==> src/rtl/core_ctl_defs.svh <==
// Behaviour
// Bit 12 selects whether multiply operands are handled as unsigned or signed.
// Writing one to bit 11 ends the active hardware loop at the end of its current iteration, writing zero does nothing.
// Read-only bits 10 to 8 give the number of active hardware loops in binary, from 0 up to 7.
// Bit 7 turns saturation of accumulator A on when set and off when cleared.
// Bit 5 turns saturation of data-space writes from the signal-processing engine on when set and off when cleared.
// Bit 2 makes program memory visible in the data address space when set and hides it when cleared.
// Bit 1 picks biased rounding when set and unbiased convergent rounding when cleared.
// Bit 0 picks integer multiplies when set and fractional multiplies when cleared.
// Bits 15 to 13 always read as zero.
// After reset the low byte is zero except the data-space-write saturation enable, and bit 3 can be read and cleared but never set by software.
// Bit 3 is the top bit of a 4-bit priority level whose low three bits come from the status register.
// Writes to the loop depth field and the unused bits are ignored so they show only hardware state.
`ifndef CORE_CTL_DEFS_SVH
`define CORE_CTL_DEFS_SVH

// ==========================================================================
// Register map
`define CORE_CONTROL_OFFSET 8'h44
`define CORE_CONTROL_RESET 16'h0020

// ==========================================================================
// Field positions
`define CC_INT_MODE_POS 0
`define CC_ROUND_SEL_POS 1
`define CC_PROGMEM_VIS_POS 2
`define CC_PRIO_MSB_POS 3
`define CC_ACC_SAT_MODE_POS 4
`define CC_DW_SAT_POS 5
`define CC_ACC_B_SAT_POS 6
`define CC_ACC_A_SAT_POS 7
`define CC_DEPTH_LSB 8
`define CC_DEPTH_MSB 10
`define CC_EARLY_STOP_POS 11
`define CC_UNSIGNED_POS 12

// ==========================================================================
// Loop depth limits
`define LOOP_DEPTH_MAX 3'h7
`define LOOP_DEPTH_NONE 3'h0

`endif

==> src/rtl/core_ctl_pkg.sv <==
package core_ctl_pkg;

  // ==========================================================================
  // Datapath configuration carried to the signal-processing engine.
  typedef struct packed {
    logic mul_unsigned_sel;
    logic acc_a_sat_en;
    logic acc_b_sat_en;
    logic dspace_write_sat_en;
    logic acc_sat_mode;
    logic progmem_visible_en;
    logic round_mode_sel;
    logic int_mode_sel;
  } dsp_cfg_t;

  // ==========================================================================
  // Loop sequencer events, one-cycle pulses from the core.
  typedef struct packed {
    logic loop_start;
    logic loop_end;
    logic iter_end;
  } loop_evt_t;

endpackage

==> src/rtl/loop_depth_tracker.sv <==
`timescale 1ns/10ps
`include "core_ctl_defs.svh"

module loop_depth_tracker (
  // Clock and reset
  input wire logic clk_i,
  input wire logic reset_n_i,
  // Nesting events
  input wire logic push_i,
  input wire logic pop_i,
  // Depth
  output logic [2:0] depth_o
);

  logic [2:0] depth;
  logic [2:0] next_depth;

  // ==========================================================================
  // Depth counter
  // A push at full depth is dropped, since the field cannot show an eighth loop.
  always_comb begin
    next_depth = depth;
    if (push_i && !pop_i && depth != `LOOP_DEPTH_MAX) begin
      next_depth = depth + 3'h1;
    end else if (pop_i && !push_i && depth != `LOOP_DEPTH_NONE) begin
      next_depth = depth - 3'h1;
    end
  end

  always_ff @(posedge clk_i) begin
    if (!reset_n_i) begin
      depth <= `LOOP_DEPTH_NONE;
    end else begin
      depth <= next_depth;
    end
  end

  assign depth_o = depth;

endmodule // loop_depth_tracker

==> src/rtl/core_control_reg.sv <==
// Local design decisions: the register offset and the plain strobed port.
`timescale 1ns/10ps
`include "core_ctl_defs.svh"

module core_control_reg
  import core_ctl_pkg::*;
(
  // Clock and reset
  input wire logic clk_i,
  input wire logic reset_n_i,
  // Register port
  input wire logic [7:0] addr_i,
  input wire logic [15:0] wr_data_i,
  input wire logic wr_i,
  input wire logic rd_i,
  output logic [15:0] rd_data_o,
  // Loop sequencer
  input wire loop_evt_t loop_evt_i,
  output logic loop_stop_o,
  output logic [2:0] loop_nest_depth_o,
  // Priority level
  input wire logic [2:0] prio_level_low_i,
  input wire logic prio_msb_set_i,
  output logic [3:0] prio_level_o,
  // Datapath configuration
  output dsp_cfg_t dsp_cfg_o
);

  // ==========================================================================
  // State
  dsp_cfg_t cfg;
  dsp_cfg_t next_cfg;
  logic early_stop_pend;
  logic next_early_stop_pend;
  logic prio_level_msb;
  logic next_prio_level_msb;
  logic loop_stop;
  logic next_loop_stop;
  logic [3:0] prio_level;
  logic [3:0] next_prio_level;
  logic [15:0] rd_data;
  logic [15:0] next_rd_data;
  logic [2:0] loop_nest_depth;
  logic hit;
  logic reg_wr;
  logic reg_rd;
  logic stop_fire;
  logic depth_pop;
  logic [15:0] reg_view;

  // The reset word is mapped field by field, because the struct order is not the register's bit order.
  localparam logic [15:0] RESET_WORD = `CORE_CONTROL_RESET;
  localparam dsp_cfg_t CFG_RESET = '{
    RESET_WORD[`CC_UNSIGNED_POS],
    RESET_WORD[`CC_ACC_A_SAT_POS],
    RESET_WORD[`CC_ACC_B_SAT_POS],
    RESET_WORD[`CC_DW_SAT_POS],
    RESET_WORD[`CC_ACC_SAT_MODE_POS],
    RESET_WORD[`CC_PROGMEM_VIS_POS],
    RESET_WORD[`CC_ROUND_SEL_POS],
    RESET_WORD[`CC_INT_MODE_POS]
  };

  assign hit = (addr_i == `CORE_CONTROL_OFFSET);
  assign reg_wr = wr_i && hit;
  assign reg_rd = rd_i && hit;

  // ==========================================================================
  // Loop nesting
  // The stop fires only on a real iteration boundary of a live loop.
  assign stop_fire = early_stop_pend && loop_evt_i.iter_end && (loop_nest_depth != `LOOP_DEPTH_NONE);
  assign depth_pop = loop_evt_i.loop_end || stop_fire;

  loop_depth_tracker u_depth (
    .clk_i(clk_i),
    .reset_n_i(reset_n_i),
    .push_i(loop_evt_i.loop_start),
    .pop_i(depth_pop),
    .depth_o(loop_nest_depth)
  );

  // ==========================================================================
  // Read view of the register
  always_comb begin
    reg_view = 16'h0000;
    reg_view[`CC_UNSIGNED_POS] = cfg.mul_unsigned_sel;
    reg_view[`CC_EARLY_STOP_POS] = early_stop_pend;
    reg_view[`CC_DEPTH_MSB:`CC_DEPTH_LSB] = loop_nest_depth;
    reg_view[`CC_ACC_A_SAT_POS] = cfg.acc_a_sat_en;
    reg_view[`CC_ACC_B_SAT_POS] = cfg.acc_b_sat_en;
    reg_view[`CC_DW_SAT_POS] = cfg.dspace_write_sat_en;
    reg_view[`CC_ACC_SAT_MODE_POS] = cfg.acc_sat_mode;
    reg_view[`CC_PRIO_MSB_POS] = prio_level_msb;
    reg_view[`CC_PROGMEM_VIS_POS] = cfg.progmem_visible_en;
    reg_view[`CC_ROUND_SEL_POS] = cfg.round_mode_sel;
    reg_view[`CC_INT_MODE_POS] = cfg.int_mode_sel;
  end

  // ==========================================================================
  // Next values
  always_comb begin
    next_cfg = cfg;
    next_early_stop_pend = early_stop_pend;
    next_prio_level_msb = prio_level_msb;
    if (reg_wr) begin
      // Depth and bits 15 to 13 are not taken from the write.
      next_cfg.mul_unsigned_sel = wr_data_i[`CC_UNSIGNED_POS];
      next_cfg.acc_a_sat_en = wr_data_i[`CC_ACC_A_SAT_POS];
      next_cfg.acc_b_sat_en = wr_data_i[`CC_ACC_B_SAT_POS];
      next_cfg.dspace_write_sat_en = wr_data_i[`CC_DW_SAT_POS];
      next_cfg.acc_sat_mode = wr_data_i[`CC_ACC_SAT_MODE_POS];
      next_cfg.progmem_visible_en = wr_data_i[`CC_PROGMEM_VIS_POS];
      next_cfg.round_mode_sel = wr_data_i[`CC_ROUND_SEL_POS];
      next_cfg.int_mode_sel = wr_data_i[`CC_INT_MODE_POS];
    end
    // Pending stop clears when it fires or no loop is left; a new request wins.
    if (stop_fire || loop_nest_depth == `LOOP_DEPTH_NONE) begin
      next_early_stop_pend = 1'b0;
    end
    if (reg_wr && wr_data_i[`CC_EARLY_STOP_POS] && loop_nest_depth != `LOOP_DEPTH_NONE) begin
      next_early_stop_pend = 1'b1;
    end
    // Software may only clear the priority top bit; a hardware set wins.
    if (reg_wr && !wr_data_i[`CC_PRIO_MSB_POS]) begin
      next_prio_level_msb = 1'b0;
    end
    if (prio_msb_set_i) begin
      next_prio_level_msb = 1'b1;
    end
    next_loop_stop = stop_fire;
    next_prio_level = {next_prio_level_msb, prio_level_low_i};
    next_rd_data = reg_rd ? reg_view : 16'h0000;
  end

  // ==========================================================================
  // Registers
  always_ff @(posedge clk_i) begin
    if (!reset_n_i) begin
      cfg <= CFG_RESET;
      early_stop_pend <= 1'b0;
      prio_level_msb <= 1'b0;
      loop_stop <= 1'b0;
      prio_level <= 4'h0;
      rd_data <= 16'h0000;
    end else begin
      cfg <= next_cfg;
      early_stop_pend <= next_early_stop_pend;
      prio_level_msb <= next_prio_level_msb;
      loop_stop <= next_loop_stop;
      prio_level <= next_prio_level;
      rd_data <= next_rd_data;
    end
  end

  assign dsp_cfg_o = cfg;
  assign loop_stop_o = loop_stop;
  assign loop_nest_depth_o = loop_nest_depth;
  assign prio_level_o = prio_level;
  assign rd_data_o = rd_data;

  // ==========================================================================
  // Assertions
  a_unsigned_sel_write: assert property (@(posedge clk_i) disable iff (!reset_n_i)
    reg_wr |=> dsp_cfg_o.mul_unsigned_sel == $past(wr_data_i[`CC_UNSIGNED_POS]))
    else $error("Multiply signedness did not follow the write.");

  a_stop_on_iteration: assert property (@(posedge clk_i) disable iff (!reset_n_i)
    (early_stop_pend && loop_evt_i.iter_end && loop_nest_depth_o != 3'h0) |=> loop_stop_o)
    else $error("Pending early stop did not end the loop.");

  a_stop_needs_request: assert property (@(posedge clk_i) disable iff (!reset_n_i)
    loop_stop_o |-> $past(early_stop_pend) && $past(loop_evt_i.iter_end))
    else $error("Loop stop without request and iteration end.");

  a_zero_write_no_stop: assert property (@(posedge clk_i) disable iff (!reset_n_i)
    (reg_wr && !wr_data_i[`CC_EARLY_STOP_POS] && !early_stop_pend) |=> !early_stop_pend)
    else $error("Writing zero raised an early stop.");

  a_stop_drops_depth: assert property (@(posedge clk_i) disable iff (!reset_n_i)
    (stop_fire && !loop_evt_i.loop_start) |=> loop_nest_depth_o == $past(loop_nest_depth_o) - 3'h1)
    else $error("Early stop did not reduce the loop depth.");

  a_depth_push: assert property (@(posedge clk_i) disable iff (!reset_n_i)
    (loop_evt_i.loop_start && !depth_pop && loop_nest_depth_o != 3'h7)
      |=> loop_nest_depth_o == $past(loop_nest_depth_o) + 3'h1)
    else $error("Loop start did not raise the loop depth.");

  a_depth_readback: assert property (@(posedge clk_i) disable iff (!reset_n_i)
    reg_rd |=> rd_data_o[10:8] == $past(loop_nest_depth_o))
    else $error("Read data do not show the loop depth.");

  a_acc_a_sat: assert property (@(posedge clk_i) disable iff (!reset_n_i)
    reg_wr ##1 !reg_wr |=> dsp_cfg_o.acc_a_sat_en == $past(wr_data_i[`CC_ACC_A_SAT_POS], 2))
    else $error("Accumulator A saturation enable lost its written value.");

  a_dw_sat_write: assert property (@(posedge clk_i) disable iff (!reset_n_i)
    reg_wr |=> dsp_cfg_o.dspace_write_sat_en == $past(wr_data_i[`CC_DW_SAT_POS]))
    else $error("Data-space write saturation did not follow the write.");

  a_progmem_vis: assert property (@(posedge clk_i) disable iff (!reset_n_i)
    reg_wr |=> dsp_cfg_o.progmem_visible_en == $past(wr_data_i[`CC_PROGMEM_VIS_POS]))
    else $error("Program memory visibility did not follow the write.");

  a_round_sel: assert property (@(posedge clk_i) disable iff (!reset_n_i)
    reg_wr |=> dsp_cfg_o.round_mode_sel == $past(wr_data_i[`CC_ROUND_SEL_POS]))
    else $error("Rounding mode did not follow the write.");

  a_int_mode: assert property (@(posedge clk_i) disable iff (!reset_n_i)
    !reg_wr |=> $stable(dsp_cfg_o.int_mode_sel))
    else $error("Multiplier mode changed without a write.");

  a_top_bits_zero: assert property (@(posedge clk_i) disable iff (!reset_n_i)
    rd_data_o[15:13] == 3'h0)
    else $error("Unimplemented bits read as nonzero.");

  a_reset_values: assert property (@(posedge clk_i)
    !reset_n_i |=> dsp_cfg_o == 8'h10 && prio_level_o == 4'h0 && !loop_stop_o)
    else $error("Reset values are wrong.");

  a_msb_not_settable: assert property (@(posedge clk_i) disable iff (!reset_n_i)
    (!prio_level_msb && !prio_msb_set_i) |=> !prio_level_msb)
    else $error("Priority top bit was set by software.");

  a_msb_set_wins: assert property (@(posedge clk_i) disable iff (!reset_n_i)
    prio_msb_set_i |=> prio_level_msb && prio_level_o[3])
    else $error("Hardware set of the priority top bit was lost.");

  a_msb_sw_clear: assert property (@(posedge clk_i) disable iff (!reset_n_i)
    (reg_wr && !wr_data_i[`CC_PRIO_MSB_POS] && !prio_msb_set_i) |=> !prio_level_msb)
    else $error("Software clear of the priority top bit was lost.");

  a_stop_idle_ignored: assert property (@(posedge clk_i) disable iff (!reset_n_i)
    (reg_wr && wr_data_i[`CC_EARLY_STOP_POS] && loop_nest_depth_o == 3'h0) |=> !early_stop_pend)
    else $error("Early stop was held with no loop active.");

  a_depth_pop: assert property (@(posedge clk_i) disable iff (!reset_n_i)
    (loop_evt_i.loop_end && !loop_evt_i.loop_start && loop_nest_depth_o != 3'h0)
      |=> loop_nest_depth_o == $past(loop_nest_depth_o) - 3'h1)
    else $error("Loop end did not lower the loop depth.");

  a_prio_join: assert property (@(posedge clk_i) disable iff (!reset_n_i)
    1'b1 |=> prio_level_o == {prio_level_msb, $past(prio_level_low_i)})
    else $error("Priority level is not the joined value.");

  a_depth_not_written: assert property (@(posedge clk_i) disable iff (!reset_n_i)
    (reg_wr && !loop_evt_i.loop_start && !depth_pop) |=> $stable(loop_nest_depth_o))
    else $error("A write altered the loop depth.");

endmodule // core_control_reg

==> config.mk <==
export PLATFORM = sky130hd
export DESIGN_NAME = core_control_reg
export DESIGN_NICKNAME = d
export VERILOG_FILES = /design/src/rtl/core_ctl_pkg.sv /design/src/rtl/loop_depth_tracker.sv /design/src/rtl/core_control_reg.sv
export VERILOG_INCLUDE_DIRS = /design/src /design/src/rtl
export SDC_FILE = /design/constraint.sdc
export NUM_CORES = 1
export LEC_CHECK = 0
export BUFFER_PORTS_ARGS = -buffer_cell sky130_fd_sc_hd__buf_4
export CORE_MARGIN = 1
export CORE_UTILIZATION = 46
export DETAILED_ROUTE_END_ITERATION = 10
export GPL_ROUTABILITY_DRIVEN = 0
export GPL_TIMING_DRIVEN = 0
export PLACE_DENSITY_LB_ADDON = 0.08
export SLEW_MARGIN = 20
export SYNTH_ARGS = -nofsm -noshare
export SYNTH_HDL_FRONTEND = slang
export SYNTH_HIERARCHICAL = 1
export SYNTH_SLANG_ARGS = --single-unit
==> constraint.sdc <==
create_clock -name clk_i -period 6.53 [get_ports clk_i]
set_clock_uncertainty 0.15 [all_clocks]
set_input_delay 0.3265 -clock clk_i [delete_from_list [all_inputs] [get_ports clk_i]]
set_output_delay 0.3265 -clock clk_i [all_outputs]
set_load 0.05 [all_outputs]
==> results of run 1 <==
[cell families after synthesis]
logic type,after synthesis,synth area share [%]
fa+ha+maj,1,1.656
other cells,1,0.3103
buf+inv,12,6.314
mux,8,6.626
flops,30,49.69
compound gates,19,9.939
simple gates,54,25.47
[synth_stat cells, types with 2 or more instances]
library cell,count
a21oi_1,3
mux2i_1,8
inv_1,3
nand3_1,2
dfxtp_1,30
o21ai_0,6
nor2_1,4
buf_6,2
and2_1,16
or4b_4,2
nand2_1,18
a211oi_1,2
nor3_1,3
buf_4,4
clkbuf_1,2
nor2b_1,4
[area by class of cell]
class | count | area (µm²) | area share, %
buffer | 9 | 65.06 | 3.763
clock buffer | 5 | 37.54 | 2.171
clock inverter | 2 | 10.01 | 0.5789
inverter | 3 | 11.26 | 0.6512
multi-input combinational | 85 | 539.3 | 31.19
sequential | 30 | 600.6 | 34.73
tap | 30 | 37.54 | 2.171
timing repair buffer | 57 | 427.9 | 24.75
[final timing paths]
path	cells past startpoint	slack, ps	start	to
min reg2reg	2	320	dsp_cfg_o[6]	dsp_cfg_o[6]
min	2	50	prio_level_low_i[2]	prio_level_o[2]
max	10	4130	u_depth/depth_o[1]	u_depth/depth_o[2]
max reg2reg	10	4130	u_depth/depth_o[1]	u_depth/depth_o[2]
[per-stage QoR]
step / utilization, % / area [µm²] / setup slack [ps]
floorplan: - / 1216 / 4076
global placement: 67.88 / 1682 / 4251
detailed placement: 67.88 / 1682 / 4156
CTS: 69.80 / 1729 / 4148
global route: 69.80 / 1729 / 3917
finish: 69.80 / 1729 / 4126
[flip-flops by register name, indices dropped and copies added, names as in the netlist]
| name | cells |
|---|---|
| rd_data_o | 13 |
| prio_level_msb | 1 |
| dsp_cfg_o | 8 |
| early_stop_pend | 1 |
| prio_level_o | 3 |
| loop_stop_o | 1 |
| u_depth/depth_o | 3 |
[worst max-delay path: cells and delay by family (launching register included)]
family | cells | cell delay, ps
compound gates | 4 | 450
buf+inv | 1 | 190
simple gates | 4 | 580
flops | 1 | 440
fa+ha+maj | 1 | 460
[report_power, final]
part,total [µW],internal (µW),leakage (µW),switching [µW]
sequential,192,186,0.000243,6.19
clock,98.6,38.6,0.0000308,60.0
combinational,59.8,27.1,0.000532,32.7
total,351,252,0.000806,98.9
[per-layer routing]
layer	vias up	routed length (µm)	GRT usage [%]
met5	-	0	0
met4	0	57	9.211
met3	8	179	10.92
met2	41	1315	37.50
met1	493	1002	19.93
li1	543	-	-
==> qor.txt, run 1 <==
gr usage total = 21.14%
Fmax achieved = 415.9 MHz
Synth-to-Final Area Change = 43.06%
DRC violations left = 0
drt pass-1 iters = 4
Critical Path Fanout Max = 12
ys flop type = dfxtp_1
DR vias/cell = 4.910
leading area contributor after synthesis = dfxtp_1
Worst path slowest cell = fa_1
H-tree depth = 2
hold buffers post-CTS = 0
placed cells = 214
Clock Tree Root = clkbuf_4
post-CTS setup buffer count = 0
final wirelength = 2555 µm
core area = 2477 µm²
period utilization = 36.82%
Synth top area share = 49.69%
total number of vias = 1085
Post-CTS Resized = 0
VDD IR-drop max = 0.1983 mV
CTS clk-pin slew, worst paths = 90 ps
Die W = 53.26 µm
dpl hpwl = 1933 µm
outcome = finished clean
# setup viols final = 0
Sink Count = 30
total power = 350.6 µW
Critical Path RT = 6570 ps
Syn. warnings = 6
I/O Buffers = 57
crit path cell chain = nor3_1, o21bai_1, nor2b_1, clkbuf_2, nand2_1, fa_1, nor3_1, a31oi_1, o21ai_0, a211oi_1
post-synthesis cell count = 125
critical path capture point type = flop
commonest non-fill, non-tap cells in the layout = buf_4, dfxtp_1, nand2_1
grt total ovfl = 0
largest net degree at the start of global routing = 14
max-cap viol count = 0
DRT iter0 DRCs = 13
first-pass GRT wire length = 4119 µm
Die Y = 53.26 µm
CTS buffer count = 5
Async SR Flop Fraction = 0%
Leakage = 0.0008063 µW
most frequent CP cell = nor3_1
vias in the first global route = 1020
ANT cells = 0
CP Launch Type = flop
WL/cell = 11.56 µm
Tmin final = 2404 ps
hold crit path type = input pin to flop
clk buf depth = 2
syn_area_per_cell = 9.669 µm²
Post-Route Setup TNS = 0 ps
pwr dens = 202.8 nW/µm²
FP Rows = 18
worst hold slack = 54.14 ps
Layout Cells excl Fill = 221
Synth Register Bits = 30
antenna viol nets, final = 0
most common cell after layout, fill and taps aside = buf_4
Cell Area, Synth = 1209 µm²
Crit Path Class = flop to flop
# IOs = 67
nets = 227
initial cell density of the core = 48.79%
final hold vios = 0
max incr delay on CP = 460 ps
unrepaired setup endpoints after global routing = no
sequential element share of the synthesized area = 49.69%
CTS tree = yes
Skew-Pair Late Insertion Delay = 330 ps
Slew Limit Fails = 0
layout cells sized above 1 = 39.27%
fillers = 218
Distinct cells, synth = 32
CP arrival = 2450 ps
Post-synth EDFFs = 0
Area contributors post-synth = dfxtp_1, and2_1, mux2i_1
full die area = 2837 µm²
antenna violations before repair = 0
Power figures use the tool's default switching activity.
==> run 2: changes to the inputs <==
--- a/config.mk
+++ b/config.mk
@@ -8,7 +8,7 @@
 export LEC_CHECK = 0
 export BUFFER_PORTS_ARGS = -buffer_cell sky130_fd_sc_hd__buf_4
 export CORE_MARGIN = 1
-export CORE_UTILIZATION = 46
+export CORE_UTILIZATION = 39
 export DETAILED_ROUTE_END_ITERATION = 10
 export GPL_ROUTABILITY_DRIVEN = 0
 export GPL_TIMING_DRIVEN = 0
==> constraint.sdc (replaced) <==
create_clock -name clk_i -period 2.18 [get_ports clk_i]
set_clock_uncertainty 0.15 [all_clocks]
set_input_delay 0.109 -clock clk_i [delete_from_list [all_inputs] [get_ports clk_i]]
set_output_delay 0.109 -clock clk_i [all_outputs]
set_load 0.05 [all_outputs]
==> run 2 against run 1 <==
Compared with the run above: the flow now finishes with violations (DRC); highest routed layer unchanged; critical path depth did not move; register-to-register slack got worse by 4100 ps; sequential power rose to 3.0 times the previous value; flip-flop and latch count did not move; critical path type unchanged; critical endpoint is now u_depth/depth_o[1].
==> qor.txt, run 2 (synthesis results as in run 1) <==
hold path depth = 4
initial cell density of the core = 42.37%
total power = 1129 µW
full die area = 3326 µm²
CTS buffer count = 5
I/O Buffers = 57
max reg flops = 13
drt pass-1 iters = 8
Die Y = 57.67 µm
ANT cells = 0
Worst path top cell family by delay = adder cells
fillers = 231
final hold vios = 0
most frequent CP cell = a21oi_1
GRT busiest layer = met2
final wirelength = 2969 µm
# setup viols final = 0
WL/cell = 11.97 µm
Critical Path RT = 2260 ps
CTS clk-pin slew, worst paths = 90 ps
Post-Route Setup TNS = 0 ps
max incr delay on CP = 530 ps
Fmax achieved = 473.8 MHz
DR vias/cell = 4.710
area of the multi-input gates = 556.8 µm²
core area = 2853 µm²
commonest non-fill, non-tap cells in the layout = buf_4, dfxtp_1, dlygate4sd3_1
largest net degree at the start of global routing = 14
nets = 252
antenna viol nets, final = 0
Sink Count = 30
Tmin final = 2110 ps
Slew Limit Fails = 0
total number of vias = 1168
Clock Tree Root = clkbuf_4
critical path capture point type = flop
Skew-Pair Late Insertion Delay = 310 ps
CP Launch Type = flop
Critical Path Fanout Max = 7
Crit Path Class = flop to flop
Worst path slowest cell = fa_2
most common cell after layout, fill and taps aside = buf_4
DRT iter0 DRCs = 34
clk buf depth = 2
violated checks = DRC
Hold Crit Start = loop_evt_i[2]
routing usage on met3 = 6.473%
sequential cell area = 611.8 µm²
antenna violations before repair = 0
crit path cell chain = nor3_2, o21bai_1, nor2b_1, buf_4, nand2_4, fa_2, nor2_1, a21oi_1, o21ai_1, a21oi_1
worst reg2reg endpoint = u_depth/depth_o[1]
DRC violations left = 3
reg2reg start = u_depth/depth_o[2]
CTS tree = yes
FP Rows = 19
FF-to-FF path depth = 10
placed cells = 215
R2R Setup Slk = 70 ps
hold endpoint = u_depth/depth_o[1]
Die W = 57.67 µm
number of buffers and inverters on the critical path = 1
met1 Track Usage GR = 20.20%
Synth-to-Final Area Change = 66.05%
vias in the first global route = 1123
outcome = finished, violations left
Final Util = 70.35%
CP arrival = 2190 ps
unrepaired setup endpoints after global routing = yes
Leakage = 0.0009333 µW
max-cap viol count = 0
gr usage total = 18.77%
H-tree depth = 2
grt total ovfl = 0
VDD IR-drop max = 0.4589 mV
# IOs = 67
Layout Cells excl Fill = 248
pwr dens = 562.5 nW/µm²
dpl hpwl = 1979 µm
layout cells sized above 1 = 41.01%
M2 GR Usage = 34.39%
period utilization = 96.81%
first-pass GRT wire length = 4712 µm
hold crit path type = input pin to flop
-- run 2: changes by cell type in the layout (fill, tap and decap cells not counted), sizes merged --
cell and delta:
clkinv -1, clkbuf +1, buf +8, dlygate4sd3 +18
-- run 2: cell type report --
cell class / count / area share [%]
plain buffers: 9 / 3.367
clock buffers: 7 / 2.743
clock inverters: 1 / 0.2494
inverters: 3 / 0.5611
multi-input cells: 85 / 27.74
flip-flops and latches: 30 / 30.49
well taps: 31 / 1.933
repair buffers: 82 / 32.92
-- run 2: timing repair --
action                                  4_1_cts  5_1_grt
endpoints found under the setup margin        2        2
setup buffers                                 1        6
pin swaps                                     1        6
gates resized for setup                       1        8
hold endpoints to repair                     17        0
hold buffers                                 18        0
-- run 2: worst max-delay path by stage --
stage / from / endpoint / slack [ps] / cells past startpoint
3_5_place_dp: u_depth/depth_o[1] / u_depth/depth_o[2] / -60 / 10
4_1_cts: u_depth/depth_o[1] / u_depth/depth_o[2] / 10 / 10
3_3_place_gp: u_depth/depth_o[2] / u_depth/depth_o[2] / 20 / 10
2_1_floorplan: u_depth/depth_o[0] / u_depth/depth_o[1] / -8 / 10
5_1_grt: u_depth/depth_o[1] / u_depth/depth_o[1] / -90 / 10
6_report: u_depth/depth_o[2] / u_depth/depth_o[1] / 70 / 10
-- run 2: tightest hold or removal path: stages --
cell and delay (ps):
buf_4 110, a21oi_1 70, o21ai_1 130, a21oi_1 50
-- run 2: metal layers --
metal	up-vias	part of all wire [%]
met5	-	0
met4	0	0.64
met3	2	7.4
met2	43	53
met1	531	39
li1	592	-
-- run 2: report_power, final --
group	leakage [µW]	switching [µW]	internal, µW	total [µW]
registers	0.000245	13.3	558	571
logic	0.000653	114	114	228
clock network	0.0000353	174	156	330
total	0.000933	301	828	1130
-- run 2: through the flow --
stage / worst slack (ps) / cell area (µm²) / hold WS, ps
6_report: 69.52 / 2007 / 44.40
5_1_grt: -92.10 / 2007 / 60.41
4_1_cts: 12.92 / 1942 / 22.30
3_5_place_dp: -55.52 / 1692 / 171.5
3_3_place_gp: 15.69 / 1692 / 167.0
2_1_floorplan: -7.508 / 1225 / 86.29
